--- config.mk ---
export PLATFORM = sky130hd
export DESIGN_NAME = uart_shadow_data_buffer
export DESIGN_NICKNAME = d
export VERILOG_FILES = /design/src/rtl/uart_shadow_data_buffer.v
export VERILOG_INCLUDE_DIRS = /design/src /design/src/rtl
export SDC_FILE = /design/constraint.sdc
export NUM_CORES = 1
export LEC_CHECK = 0
export ABC_AREA = 0
export ABC_CLOCK_PERIOD_IN_PS = 8000
export BUFFER_PORTS_ARGS = -buffer_cell sky130_fd_sc_hd__buf_2
export CAP_MARGIN = 20
export CORE_ASPECT_RATIO = 0.5
export CORE_MARGIN = 2
export CORE_UTILIZATION = 45
export DETAILED_ROUTE_END_ITERATION = 6
export HOLD_SLACK_MARGIN = 0.08
export MAX_ROUTING_LAYER = met4
export PLACE_DENSITY_LB_ADDON = 0.2
export SLEW_MARGIN = 30
export SYNTH_ARGS = -nofsm -noshare
export SYNTH_HDL_FRONTEND = slang
export SYNTH_SLANG_ARGS = --single-unit
--- constraint.sdc ---
create_clock -name clk -period 8 [get_ports clk]
set_input_delay 0.8 -clock clk [delete_from_list [all_inputs] [get_ports clk]]
set_output_delay 0.8 -clock clk [all_outputs]
set_load 0.03 [all_outputs]
--- src/rtl/uart_shadow_map.vh ---
// Address map, field positions, reset values and sizes of the shadow data buffer.
// Assumes byte addresses on a 32-bit register port, one aligned word per register.
`ifndef UART_SHADOW_MAP_VH
`define UART_SHADOW_MAP_VH

// ============================================================
// Addresses
`define SHADOW_FIRST_ADDR      32'h5000_1130
`define SHADOW_LAST_ADDR       32'h5000_116C
`define SHADOW_12_ADDR         32'h5000_1160
`define SHADOW_13_ADDR         32'h5000_1164
`define CTRL_ADDR              32'h5000_1100
`define LINE_STATUS_ADDR       32'h5000_1104
`define INT_STATUS_ADDR        32'h5000_1108
`define INT_MASK_ADDR          32'h5000_110C

// ============================================================
// Fields
`define CTRL_FIFO_EN_BIT       0
`define CTRL_IR_MODE_BIT       1
`define LSR_DR_BIT             0
`define LSR_OVERRUN_BIT        1
`define LSR_TRANSMIT_HOLDING_EMPTY_FLAG_BIT           5
`define INT_RX_BIT             0
`define INT_OVERRUN_BIT        1
`define INT_TRANSMIT_HOLDING_EMPTY_FLAG_BIT           2
`define INT_TX_LOST_BIT        3
`define INT_WIDTH              4

// ============================================================
// Reset values and sizes
`define CTRL_RESET             2'h0
`define INT_MASK_RESET         4'h0
`define SHADOW_RESET           8'h00
`define FIFO_DEPTH             5'h10
`define FIFO_PTR_W             4
`define FIFO_CNT_W             5

`endif

--- src/rtl/uart_shadow_data_buffer.v ---
// Shadow data buffer of a serial port: receive and transmit FIFOs or single holders.
// Assumes framers outside deliver received bytes as one-cycle pulses and take
// transmit bytes with a one-cycle take pulse; all inputs are synchronous to clk.
//
// How it works
// Sixteen aligned words all alias one buffer
// Read returns received byte in bits 7:0
// Reader trusts data only while ready flag set
// No FIFO: new byte overwrites, flags overrun if old one unread
// FIFO on: read returns receive FIFO head
// Full receive FIFO: drop newcomer, flag overrun
// Write queues byte to serial or infrared
// Writer writes only while holding empty set
// No FIFO: one write clears holding empty
// No FIFO: later writes replace pending byte
// FIFO on: sixteen writes fill transmit FIFO
// Write into full transmit FIFO is dropped
// Every alias has identical side effects
`timescale 1ns/1ps
`include "uart_shadow_map.vh"

module uart_shadow_data_buffer (
    // Clock and reset
    input  wire        clk,
    input  wire        rst_n,
    // Register port
    input  wire [31:0] reg_addr,
    input  wire [31:0] reg_wdata,
    input  wire        reg_wr,
    input  wire        reg_rd,
    output reg  [31:0] reg_rdata,
    // Receive framers
    input  wire        rx_uart_valid,
    input  wire [7:0]  rx_uart_byte,
    input  wire        rx_ir_valid,
    input  wire [7:0]  rx_ir_byte,
    // Transmit framers
    input  wire        tx_take,
    output reg  [7:0]  tx_byte,
    output reg         tx_uart_req,
    output reg         tx_ir_req,
    // Interrupt
    output reg         irq
);

    // ============================================================
    // Decode
    function is_shadow;
        input [31:0] a;
        begin
            is_shadow = (a >= `SHADOW_FIRST_ADDR) && (a <= `SHADOW_LAST_ADDR)
                        && (a[1:0] == 2'h0);
        end
    endfunction

    function [`FIFO_PTR_W-1:0] ptr_inc;
        input [`FIFO_PTR_W-1:0] p;
        begin
            ptr_inc = p + {{(`FIFO_PTR_W-1){1'b0}}, 1'b1};
        end
    endfunction

    // ============================================================
    // State
    // Receive storage, pointers and fill count
    reg  [7:0]             rx_mem [0:15];
    reg  [`FIFO_PTR_W-1:0] rx_rd_q;
    reg  [`FIFO_PTR_W-1:0] rx_rd_d;
    reg  [`FIFO_PTR_W-1:0] rx_wr_q;
    reg  [`FIFO_PTR_W-1:0] rx_wr_d;
    reg  [`FIFO_CNT_W-1:0] rx_cnt_q;
    reg  [`FIFO_CNT_W-1:0] rx_cnt_d;
    reg  [7:0]             rx_hold_q;

    // Transmit storage, pointers and fill count
    reg  [7:0]             tx_mem [0:15];
    reg  [`FIFO_PTR_W-1:0] tx_rd_q;
    reg  [`FIFO_PTR_W-1:0] tx_rd_d;
    reg  [`FIFO_PTR_W-1:0] tx_wr_q;
    reg  [`FIFO_PTR_W-1:0] tx_wr_d;
    reg  [`FIFO_CNT_W-1:0] tx_cnt_q;
    reg  [`FIFO_CNT_W-1:0] tx_cnt_d;
    reg  [7:0]             tx_hold_q;
    reg  [7:0]             tx_head_d;

    // Control and status
    reg  [1:0]             ctrl_q;
    reg  [1:0]             ctrl_d;
    reg                    overrun_q;
    reg                    overrun_d;
    reg                    transmit_holding_empty_flag_q;
    reg                    transmit_holding_empty_flag_d;
    reg  [`INT_WIDTH-1:0]  int_stat_q;
    reg  [`INT_WIDTH-1:0]  int_stat_d;
    reg  [`INT_WIDTH-1:0]  int_mask_q;
    reg  [`INT_WIDTH-1:0]  int_mask_d;
    reg  [`INT_WIDTH-1:0]  int_set;
    reg  [31:0]            rd_word;

    // Per-cycle events
    reg                    rx_pop;
    reg                    rx_push;
    reg                    tx_pop;
    reg                    tx_push;
    reg                    overrun_ev;
    reg                    tx_lost;

    // ============================================================
    // Mode and address decode
    wire       fifo_en  = ctrl_q[`CTRL_FIFO_EN_BIT];
    wire       ir_mode  = ctrl_q[`CTRL_IR_MODE_BIT];
    wire       sh_rd    = reg_rd & is_shadow(reg_addr);
    wire       sh_wr    = reg_wr & is_shadow(reg_addr);
    wire       ctrl_wr  = reg_wr & (reg_addr == `CTRL_ADDR);
    wire       ls_rd    = reg_rd & (reg_addr == `LINE_STATUS_ADDR);
    wire       stat_wr  = reg_wr & (reg_addr == `INT_STATUS_ADDR);
    wire       mask_wr  = reg_wr & (reg_addr == `INT_MASK_ADDR);
    // A FIFO enable change empties both paths so stale bytes never cross FIFO modes; an infrared mode change flushes nothing
    wire       flush    = ctrl_wr & (reg_wdata[`CTRL_FIFO_EN_BIT] != fifo_en);
    wire       rx_valid = ir_mode ? rx_ir_valid : rx_uart_valid;
    wire [7:0] rx_byte  = ir_mode ? rx_ir_byte : rx_uart_byte;
    wire       dr       = (rx_cnt_q != {`FIFO_CNT_W{1'b0}});
    wire       transmit_holding_empty_flag     = (tx_cnt_q == {`FIFO_CNT_W{1'b0}});
    wire [7:0] rx_head  = fifo_en ? rx_mem[rx_rd_q] : rx_hold_q;

    // Register images as software sees them; reserved bits read zero
    wire [31:0] ctrl_word     = {30'h0000_0000, ctrl_q};
    wire [31:0] line_word     = {26'h000_0000, transmit_holding_empty_flag, 3'h0, overrun_q, dr};
    wire [31:0] int_stat_word = {28'h000_0000, int_stat_q};
    wire [31:0] int_mask_word = {28'h000_0000, int_mask_q};

    // ============================================================
    // Counting
    // Fill count after at most one push and one pop in the same cycle;
    // the two may cancel, which keeps a full FIFO full under a read.
    function [`FIFO_CNT_W-1:0] cnt_next;
        input [`FIFO_CNT_W-1:0] c;
        input                   push;
        input                   pop;
        begin
            cnt_next = c + {{(`FIFO_CNT_W-1){1'b0}}, push}
                         - {{(`FIFO_CNT_W-1){1'b0}}, pop};
        end
    endfunction

    // ============================================================
    // Receive path
    // In FIFO mode a full queue keeps its contents and the newcomer is
    // dropped; without FIFOs the single holder takes the newest except during a FIFO enable change.
    always @* begin
        rx_pop  = sh_rd & dr;
        rx_rd_d = rx_rd_q;
        rx_wr_d = rx_wr_q;
        if (fifo_en) begin
            // A read in the same cycle frees the slot for the newcomer
            rx_push    = rx_valid & ((rx_cnt_q != `FIFO_DEPTH) | rx_pop);
            overrun_ev = rx_valid & ~rx_push;
            if (rx_pop)
                rx_rd_d = ptr_inc(rx_rd_q);
            if (rx_push)
                rx_wr_d = ptr_inc(rx_wr_q);
            rx_cnt_d   = cnt_next(rx_cnt_q, rx_push, rx_pop);
        end else begin
            // A read in the same cycle takes the old byte, so no overrun
            rx_push    = rx_valid;
            overrun_ev = rx_valid & dr & ~sh_rd;
            rx_cnt_d   = (rx_valid | (dr & ~sh_rd)) ? 5'h01 : 5'h00;
        end
        if (flush) begin
            // A byte arriving during the mode change is lost, flagging overrun only where it would have overrun anyway
            rx_push  = 1'b0;
            rx_rd_d  = {`FIFO_PTR_W{1'b0}};
            rx_wr_d  = {`FIFO_PTR_W{1'b0}};
            rx_cnt_d = {`FIFO_CNT_W{1'b0}};
        end
    end

    // ============================================================
    // Transmit path
    // The framer sees the head byte one cycle after any change, so the
    // next head is worked out here from the next pointers.
    always @* begin
        tx_pop  = tx_take & ~transmit_holding_empty_flag;
        tx_rd_d = tx_rd_q;
        tx_wr_d = tx_wr_q;
        tx_lost = 1'b0;
        if (fifo_en) begin
            // A take in the same cycle frees the slot for the write
            tx_push  = sh_wr & ((tx_cnt_q != `FIFO_DEPTH) | tx_pop);
            tx_lost  = sh_wr & ~tx_push;
            if (tx_pop)
                tx_rd_d = ptr_inc(tx_rd_q);
            if (tx_push)
                tx_wr_d = ptr_inc(tx_wr_q);
            tx_cnt_d = cnt_next(tx_cnt_q, tx_push, tx_pop);
        end else begin
            // A write over a pending byte replaces it, never queues
            tx_push  = sh_wr;
            tx_cnt_d = sh_wr ? 5'h01 : (tx_pop ? 5'h00 : tx_cnt_q);
        end
        if (flush) begin
            tx_rd_d  = {`FIFO_PTR_W{1'b0}};
            tx_wr_d  = {`FIFO_PTR_W{1'b0}};
            tx_cnt_d = {`FIFO_CNT_W{1'b0}};
        end
        transmit_holding_empty_flag_d = (tx_cnt_d == {`FIFO_CNT_W{1'b0}});
        // Bypass a write that lands in the slot the framer reads next
        if (fifo_en)
            tx_head_d = (tx_push && tx_wr_q == tx_rd_d) ? reg_wdata[7:0] : tx_mem[tx_rd_d];
        else
            tx_head_d = sh_wr ? reg_wdata[7:0] : tx_hold_q;
    end

    // ============================================================
    // Control and line status
    always @* begin
        ctrl_d    = ctrl_wr ? reg_wdata[1:0] : ctrl_q;
        // Overrun clears on a status read, but a fresh overrun wins
        overrun_d = overrun_q;
        if (ls_rd)
            overrun_d = 1'b0;
        if (overrun_ev)
            overrun_d = 1'b1;
    end

    // ============================================================
    // Interrupts
    // Each event sets its sticky bit; a write of one clears it, and a
    // set in the same cycle wins so no event is ever lost.
    always @* begin
        int_set                   = {`INT_WIDTH{1'b0}};
        int_set[`INT_RX_BIT]      = rx_push;
        int_set[`INT_OVERRUN_BIT] = overrun_ev;
        int_set[`INT_TRANSMIT_HOLDING_EMPTY_FLAG_BIT]    = transmit_holding_empty_flag_d & ~transmit_holding_empty_flag_q;
        int_set[`INT_TX_LOST_BIT] = tx_lost;
    end

    always @* begin
        int_mask_d = mask_wr ? reg_wdata[3:0] : int_mask_q;
        int_stat_d = int_stat_q;
        if (stat_wr)
            int_stat_d = int_stat_q & ~reg_wdata[3:0];
        int_stat_d = int_stat_d | int_set;
    end

    // ============================================================
    // Read decode
    // Unmapped holes read as zero rather than as an alias
    always @* begin
        rd_word = 32'h0000_0000;
        if (is_shadow(reg_addr)) begin
            rd_word = {24'h00_0000, rx_head};
        end else begin
            case (reg_addr)
                `CTRL_ADDR:        rd_word = ctrl_word;
                `LINE_STATUS_ADDR: rd_word = line_word;
                `INT_STATUS_ADDR:  rd_word = int_stat_word;
                `INT_MASK_ADDR:    rd_word = int_mask_word;
                default:           rd_word = 32'h0000_0000;
            endcase
        end
    end

    // ============================================================
    // Storage
    // The arrays carry no reset: reads and tx_byte can show an unwritten slot while the count is zero
    always @(posedge clk) begin
        if (fifo_en && rx_push)
            rx_mem[rx_wr_q] <= rx_byte;
        if (fifo_en && tx_push)
            tx_mem[tx_wr_q] <= reg_wdata[7:0];
    end

    // ============================================================
    // Receive registers
    always @(posedge clk) begin
        if (!rst_n) begin
            rx_rd_q   <= {`FIFO_PTR_W{1'b0}};
            rx_wr_q   <= {`FIFO_PTR_W{1'b0}};
            rx_cnt_q  <= {`FIFO_CNT_W{1'b0}};
            rx_hold_q <= `SHADOW_RESET;
        end else begin
            rx_rd_q  <= rx_rd_d;
            rx_wr_q  <= rx_wr_d;
            rx_cnt_q <= rx_cnt_d;
            if (!fifo_en && rx_push)
                rx_hold_q <= rx_byte;
        end
    end

    // ============================================================
    // Transmit registers
    always @(posedge clk) begin
        if (!rst_n) begin
            tx_rd_q   <= {`FIFO_PTR_W{1'b0}};
            tx_wr_q   <= {`FIFO_PTR_W{1'b0}};
            tx_cnt_q  <= {`FIFO_CNT_W{1'b0}};
            tx_hold_q <= `SHADOW_RESET;
            transmit_holding_empty_flag_q    <= 1'b1;
        end else begin
            tx_rd_q  <= tx_rd_d;
            tx_wr_q  <= tx_wr_d;
            tx_cnt_q <= tx_cnt_d;
            transmit_holding_empty_flag_q   <= transmit_holding_empty_flag_d;
            if (!fifo_en && sh_wr)
                tx_hold_q <= reg_wdata[7:0];
        end
    end

    // ============================================================
    // Control and status registers
    always @(posedge clk) begin
        if (!rst_n) begin
            ctrl_q     <= `CTRL_RESET;
            overrun_q  <= 1'b0;
            int_stat_q <= {`INT_WIDTH{1'b0}};
            int_mask_q <= `INT_MASK_RESET;
        end else begin
            ctrl_q     <= ctrl_d;
            overrun_q  <= overrun_d;
            int_stat_q <= int_stat_d;
            int_mask_q <= int_mask_d;
        end
    end

    // ============================================================
    // Outputs, each straight from a flip-flop
    // Request lines follow the next state so a take never sees a stale byte
    always @(posedge clk) begin
        if (!rst_n) begin
            tx_byte     <= `SHADOW_RESET;
            tx_uart_req <= 1'b0;
            tx_ir_req   <= 1'b0;
        end else begin
            tx_byte     <= tx_head_d;
            tx_uart_req <= ~transmit_holding_empty_flag_d & ~ctrl_d[`CTRL_IR_MODE_BIT];
            tx_ir_req   <= ~transmit_holding_empty_flag_d & ctrl_d[`CTRL_IR_MODE_BIT];
        end
    end

    // Interrupt follows the next status so it rises with the event
    always @(posedge clk) begin
        if (!rst_n)
            irq <= 1'b0;
        else
            irq <= |(int_stat_d & int_mask_d);
    end

    // Read data stand in the cycle after the strobe only
    always @(posedge clk) begin
        if (!rst_n)
            reg_rdata <= 32'h0000_0000;
        else if (reg_rd)
            reg_rdata <= rd_word;
        else
            reg_rdata <= 32'h0000_0000;
    end

endmodule // uart_shadow_data_buffer

==> results of run 1 <==
## cells by family (layout without fill, tap and decap cells)
logic type	count (synthesis)	after routing	share of synthesized area (%)
adder cells (fa/ha/maj)	23	23	2.08
other	1	24	0.0257
XOR/XNOR	21	21	1.44
flip-flops	333	333	63.3
AND/OR/NAND/NOR	328	328	11.7
AO/OA/AOI/OAI	156	156	7.81
multiplexers	93	93	10.1
buffers and inverters	104	179	3.50
## cell usage after synthesis (all sizes together), types with 3 or more instances
cell type | n | area, um2
nand4 | 13 | 81.3
nor3b | 8 | 60.1
a21o | 8 | 60.1
nand2b | 7 | 43.8
nor4 | 10 | 68.8
a31oi | 17 | 106
nor2 | 66 | 250
nand4b | 9 | 78.8
a22oi | 3 | 22.5
xor2 | 11 | 104
nand3 | 45 | 225
a21boi | 13 | 101
ha | 21 | 263
dfxtp | 77 | 1540
a221o | 8 | 80.1
buf | 44 | 285
mux2i | 22 | 220
o21ai | 29 | 145
o311ai | 5 | 61.3
o211ai | 7 | 52.6
a311oi | 3 | 32.5
or3 | 4 | 25.0
mux2 | 31 | 349
a221oi | 5 | 43.8
xnor2 | 10 | 106
o31ai | 4 | 30.0
and2 | 18 | 113
a2111oi | 6 | 52.6
and3 | 18 | 118
nor4b | 4 | 50.1
mux4 | 40 | 901
nand2 | 81 | 309
edfxtp | 256 | 7690
clkbuf | 38 | 143
nor2b | 24 | 150
inv | 22 | 82.6
nor3 | 12 | 65.1
a211oi | 16 | 120
a21oi | 17 | 85.1
## layout make-up
| type | count | area, um2 | area share [%] |
|---|---|---|---|
| Timing Repair Buffer | 100 | 548 | 3.35 |
| Multi-Input combinational cell | 645 | 4950 | 30.2 |
| Clock buffer | 36 | 795 | 4.85 |
| Inverter | 22 | 82.6 | 0.505 |
| Clock inverter | 21 | 221 | 1.35 |
| Sequential cell | 333 | 9230 | 56.4 |
| Tap cell | 432 | 541 | 3.30 |
## power by group through the flow
stage          clock, mW  sequential (mW)  combinational, mW
5_1_grt             1.58             1.86             0.0935
4_1_cts             1.52             1.86             0.0857
3_5_place_dp           0             1.90             0.0856
6_report            1.49             1.86             0.0854
3_3_place_gp           0             1.90             0.0831
2_1_floorplan          0             1.90             0.0535
## stage by stage
stage / power [mW] / hold WS (ns) / instance area (um2)
after floorplan: 1.95 / 0.441 / 14700
after global placement: 1.98 / 0.451 / 15300
after detailed placement: 1.99 / 0.459 / 15300
after CTS: 3.47 / 0.468 / 16400
after global routing: 3.54 / 0.486 / 16400
final: 3.44 / 0.465 / 16400
## worst max-delay path, delay by kind of cell
family | cells | cell delay (ns)
AND/OR/NAND/NOR | 8 | 2.02
AO/OA/AOI/OAI | 6 | 1.50
adder cells (fa/ha/maj) | 2 | 0.43
buffers and inverters | 2 | 0.17
## state kept, by name, indices dropped and copies added, names as in the netlist, 2 cells and up, named ones only
name	count
ctrl_q	2
int_mask_q	4
int_stat_q	4
reg_rdata	8
rx_cnt_q	5
rx_hold_q	8
rx_mem	128
rx_rd_q	4
rx_wr_q	4
tx_byte	8
tx_cnt_q	5
tx_hold_q	8
tx_mem	128
tx_rd_q	4
tx_wr_q	4
## routing by layer
metal / wire length, um / vias up
li1: - / 4147
met3: 1810 / 54
met2: 16500 / 258
met1: 14200 / 4452
met5: 0 / -
met4: 652 / 0
## worst paths after layout
kind	to	slack, ns	cells after the start
setup / recovery	int_stat_q[2]	3.57	18
hold / removal	tx_hold_q[1]	0.46	2
setup reg to reg	tx_byte[5]	4.08	11
hold reg to reg	tx_hold_q[1]	0.46	2
==> key figures, run 1 <==
Final layout
  – Number of fill cells in the layout: 2683
  – Final Core Density: 51.5%
  – Final std cells w/o fill: 1589
  – Most common cell after layout, fill and taps aside: edfxtp_1
  – Antenna cells: 0
  – Layout net count: 1243
  – Synth-to-Final Area Change: 12.3%
  – Fraction of layout cells with a size suffix above 1: 21.1%
  – Most frequent cells in the layout: 256 x edfxtp_1, 81 x buf_2, 79 x nand2_1, 76 x dfxtp_1, 62 x nor2_1

Synth
  – Syn Area/Cell: 13.8 um2
  – Most used DFF post-synth: edfxtp_1
  – Netlist cell types: 74
  – Synth Register Bits: 333
  – Gate count of the mapped netlist: 1059
  – Async S/R FF share, synth: 0%
  – Post-synthesis sequential area ratio: 63.3%
  – Number of synthesized flops with an enable pin: 256
  – Synth warnings: 0
  – Mapped Area: 14600 um2

Global route
  – Global routing met1 resource utilization: 26.4%
  – GR Util met2: 33.3%
  – Number of global-route vias before repair: 8817
  – GR peak layer: met2
  – GRT Total Usage: 20.1%
  – Largest net degree at the start of global routing: 40
  – Met3 Use GR: 3.09%
  – First-pass GRT wire length: 51.3 mm
  – GR Overflow Total: 0
  – Initial antenna violation count: 0

Detailed routing
  – Final wirelength: 33.2 mm
  – DR pass1 iterations: 7
  – DRT antenna net count: 0
  – DR WL/cell: 20.9 um
  – Number of remaining DRC errors: 0
  – DR vias/cell: 5.61
  – Routed via count: 8911
  – Initial DRC count: 748

Timing
  – RSZ-0062 raised after global routing: no
  – Rel. slew slack: 32.3%
  – Pins Over Slew Limit: 0
  – Setup ws final: 3.57 ns
  – Fin crit share: 55.4%
  – Final hold violations: 0
  – Final Critical Period: 4.43 ns
  – Worst slew pin tran: 1.01 ns
  – Final setup TNS: 0 ns
  – Worst Skew: 0.00906 ns
  – Setup-failing EPs final: 0
  – F_max: 226 MHz

Placement
  – Post-DP HPWL: 22.0 mm
  – Inst Count DP: 1532
  – Port bufs: 81
  – Post-Place Worst Slack: 3.03 ns
  – GP Congestion: 0.849

Clock network
  – PostCTS Resize Cnt: 0
  – Clock transition at the registers of the reported paths: 0.06 ns
  – Clock latency on the worst-skew pair: 0.56 ns
  – CTS max path bufs: 3
  – TritonCTS clock tree: built
  – CTS buffer count: 31
  – # Post-CTS Setup Buffers: 0
  – Root buf cell: clkbuf_16
  – # hold bufs at CTS: 0
  – H-tree Lvls: 1
  – Clock sink count: 333

Floorplan
  – Site row count: 46
  – Core area: 31800 um2
  – Die width: 259 um
  – Die Y: 131 um
  – Initial core utilization: 45.9%
  – IO Pins: 130
  – Die ar.: 33900 um2

Power
  – Sequential share of power: 54.2%
  – Leak: 5.47 nW
  – VDD IR max: 165 uV
  – Clock network power share: 43.3%
  – Power Internal: 2.73 mW
  – Logic pwr share: 2.5%
  – Switching fraction of total power: 20.6%
  – Power per cell area: 210 nW/um2
  – Sw power: 710 uW

Run
  – # Max-Cap Violations: 0

Hold path
  – Worst min-delay path class: flip-flop to flip-flop
  – Hold Startpoint: tx_hold_q[1]

Worst setup path
  – Worst setup EP type: flip-flop
  – Slowest-stage cell, CP: a311oi_2
  – Worst setup path startpoint: reg_addr[18]
  – Startpoint Class: input port
  – CP max stage delay: 0.72 ns
  – Critical Path RT: 8.51 ns
  – CP arrival: 4.94 ns
  – Worst R2R Start: tx_cnt_q[2]
  – Crit path kind: input port to flip-flop
  – Crit-path cells: buf_2 > nor4b_1 > nand4_1 > a311oi_2 > nand2_1 > nand3_1 > o21ai_0 > ha_1 > inv_1 > fa_1 > nand2b_1 > a21oi_1 > or3_1 > a31oi_1 > and3_1 > a21oi_1 > o21ai_0 > and2_1
  – Highest net fanout along the worst path: 9

Status
  – Status: finished, final reports clean
(Power assumes the default switching activity.)
==> run 2, diff against run 1 <==
- ABC_CLOCK_PERIOD_IN_PS: 8000 -> 3550
- clock period: 8 -> 3.55 ns (I/O delays scaled with it)
==> run 2 against run 1 <==
Total power up 120%. Routed wire length up 3.5%. Clock power up 120%. Non-clock buffer count up 61. Global-route usage up 0.72 points. Worst hold slack worse by 0.27 ns. Setup slack worse by 3.3 ns. Flip-flop and latch count unchanged. Combinational power up 140%. Sequential power up 130%. Critical endpoint is now tx_byte[4].
==> key figures, run 2 (same netlist as run 1, synthesis figures left out) <==
Timing
  – Final hold violations: 0 (unchanged)
  – Rel. slew slack: 32.4% (was 32.3%)
  – Setup-failing EPs final: 0 (unchanged)
  – Worst slew pin tran: 1.01 ns (about the same)
  – F_max: 301 MHz
  – Fin Hold WS: 0.190 ns (was 0.465 ns)
  – Worst Skew: 0.00881 ns (was 0.00906 ns)
  – Final Critical Period: 3.32 ns
  – Fin crit share: 93.5%
  – Pins Over Slew Limit: 0 (unchanged)
  – RSZ-0062 raised after global routing: no (unchanged)
  – Final setup TNS: 0 ns (unchanged)
  – Setup ws final: 0.230 ns (was 3.57 ns)

Clock network
  – CTS buffer count: 30 (was 31)
  – # hold bufs at CTS: 0 (unchanged)
  – H-tree Lvls: 1 (unchanged)
  – Root buf cell: clkbuf_16 (unchanged)
  – PostCTS Resize Cnt: 1 (was 0)
  – Clock transition at the registers of the reported paths: 0.06 ns (about the same)
  – Clock latency on the worst-skew pair: 0.56 ns (about the same)
  – Clock sink count: 333 (unchanged)
  – CTS max path bufs: 3 (unchanged)
  – # Post-CTS Setup Buffers: 0 (unchanged)
  – TritonCTS clock tree: built (unchanged)

Floorplan
  – Core area: 31800 um2 (unchanged)
  – Die Y: 131 um (unchanged)
  – Initial core utilization: 45.9% (unchanged)
  – Die ar.: 33900 um2 (unchanged)
  – IO Pins: 130 (unchanged)
  – Site row count: 46 (unchanged)
  – Die width: 259 um (unchanged)

Worst setup path
  – Slowest-stage cell, CP: mux2i_1 (was a311oi_2)
  – Most used cell, CP: buf_4
  – CP max stage delay: 0.56 ns (was 0.72 ns)
  – Worst R2R Start: tx_cnt_q[3] (was tx_cnt_q[2])
  – Crit path kind: flip-flop to flip-flop (was input port to flip-flop)
  – End point of the critical path: tx_byte[4] (was int_stat_q[2])
  – Highest net fanout along the worst path: 8 (was 9)
  – Reg-to-reg setup timing slack: 0.23 ns (was 4.08 ns)
  – Crit-path cells: inv_1 > ha_2 > nor4b_4 > buf_4 > nor2_1 > mux2i_1 > buf_4 > nor4_1 > o32ai_2 > o311ai_4 > a211oi_1 > a221o_1 (was buf_2 > nor4b_1 > nand4_1 > a311oi_2 > nand2_1 > nand3_1 > o21ai_0 > ha_1 > inv_1 > fa_1 > nand2b_1 > a21oi_1 > or3_1 > a31oi_1 > and3_1 > a21oi_1 > o21ai_0 > and2_1)
  – Startpoint Class: flip-flop (was input port)
  – Critical Path RT: 4.05 ns (was 8.51 ns)
  – Capture point of the worst reg-to-reg path: tx_byte[4] (was tx_byte[5])
  – Worst setup path startpoint: tx_cnt_q[3] (was reg_addr[18])
  – Worst setup EP type: flip-flop (unchanged)
  – FF-to-FF path depth: 12 (was 11)
  – CP arrival: 3.82 ns (was 4.94 ns)

Detailed routing
  – Routed via count: 9147 (was 8911)
  – Number of remaining DRC errors: 0 (unchanged)
  – DR pass1 iterations: 5 (was 7)
  – Final wirelength: 34.3 mm (was 33.2 mm)
  – DR WL/cell: 20.8 um (was 20.9 um)
  – DRT antenna net count: 0 (unchanged)
  – DR vias/cell: 5.55 (was 5.61)
  – Initial DRC count: 725 (was 748)

Placement
  – Post-Place Worst Slack: -0.149 ns (was 3.03 ns)
  – Inst Count DP: 1593 (was 1532)
  – Post-DP HPWL: 23.7 mm (was 22.0 mm)
  – Port bufs: 81 (unchanged)
  – GP Congestion: 0.847 (was 0.849)

Power
  – Leak: 5.78 nW (was 5.47 nW)
  – Sequential share of power: 54.7% (was 54.2%)
  – Power, Total: 7.68 mW (was 3.44 mW)
  – Power Internal: 6.12 mW (was 2.73 mW)
  – Clock network power share: 42.7% (was 43.3%)
  – Switching fraction of total power: 20.3% (was 20.6%)
  – Power per cell area: 456 nW/um2 (was 210 nW/um2)
  – Sw power: 1.56 mW (was 710 uW)
  – Logic pwr share: 2.6% (was 2.5%)
  – VDD IR max: 353 uV (was 165 uV)

Final layout
  – Antenna cells: 0 (unchanged)
  – Largest regs: rx_mem x128, tx_mem x128 (unchanged)
  – Most frequent cells in the layout: 256 x edfxtp_1, 81 x buf_2, 79 x nand2_1, 78 x buf_4, 76 x dfxtp_1 (was 256 x edfxtp_1, 81 x buf_2, 79 x nand2_1, 76 x dfxtp_1, 62 x nor2_1)
  – Most common cell after layout, fill and taps aside: edfxtp_1 (unchanged)
  – Layout net count: 1303 (was 1243)
  – Final std cells w/o fill: 1649 (was 1589)
  – Fraction of layout cells with a size suffix above 1: 24.5% (was 21.1%)
  – Synth-to-Final Area Change: 15.5% (was 12.3%)

Global route
  – First-pass GRT wire length: 52.9 mm (was 51.3 mm)
  – Largest net degree at the start of global routing: 33 (was 40)
  – Number of global-route vias before repair: 9176 (was 8817)
  – Initial antenna violation count: 0 (unchanged)
  – GRT Total Usage: 20.8% (was 20.1%)
  – GR Overflow Total: 0 (unchanged)

Hold path
  – Worst min-delay path class: input port to flip-flop (was flip-flop to flip-flop)

Run
  – # Max-Cap Violations: 0 (unchanged)

Status
  – Status: finished, final reports clean (unchanged)
-- run 2: power by group through the flow --
stage	sequential (mW)	combinational (mW)	clock (mW)
global placement	4.28	0.197	0
finish	4.20	0.203	3.28
floorplan	4.28	0.121	0
detailed placement	4.28	0.203	0
CTS	4.20	0.203	3.34
global route	4.20	0.220	3.49
-- run 2: worst min path at each step --
stage | startpoint | to | slack (ns) | cells past startpoint
final | reg_rd | reg_rdata[7] | 0.19 | 3
after global routing | reg_rd | reg_rdata[7] | 0.20 | 3
after CTS | reg_rd | reg_rdata[1] | 0.17 | 3
after detailed placement | tx_hold_q[7] | tx_hold_q[7] | 0.46 | 2
after global placement | tx_hold_q[0] | tx_hold_q[0] | 0.45 | 2
after floorplan | tx_hold_q[5] | tx_hold_q[5] | 0.44 | 2
-- run 2: metal layers --
| metal | wire, um | GRT usage (%) |
|---|---|---|
| met5 | 0 | - |
| met4 | 535 | 3.89 |
| met3 | 1670 | 3.18 |
| met2 | 16900 | 34.8 |
| met1 | 15200 | 27.3 |
-- run 2: final cells by class --
class	count	area [um2]
fillers	2653	14900
flip-flops and latches	333	9230
multi-input cells	645	4960
repair buffers	161	1030
clock buffers	42	838
well taps	432	541
clock inverters	14	150
inverters	22	82.6
-- run 2: critical path, delay by kind of cell (launching register included) --
family / cells / cell delay (ns)
buffers and inverters: 3 / 0.49
AOI/OAI and AO/OA: 4 / 1.19
muxes: 1 / 0.56
adders and majority gates: 1 / 0.20
DFF: 1 / 0.34
and+or+nand+nor: 3 / 0.48
-- run 2: stage by stage --
| stage | cell area, um2 | utilization, % |
|---|---|---|
| floorplan | 14700 | - |
| detailed placement | 15800 | 49.8 |
| global route | 16800 | 53.0 |
| global placement | 15800 | 49.8 |
| finish | 16800 | 53.0 |
| CTS | 16800 | 52.9 |
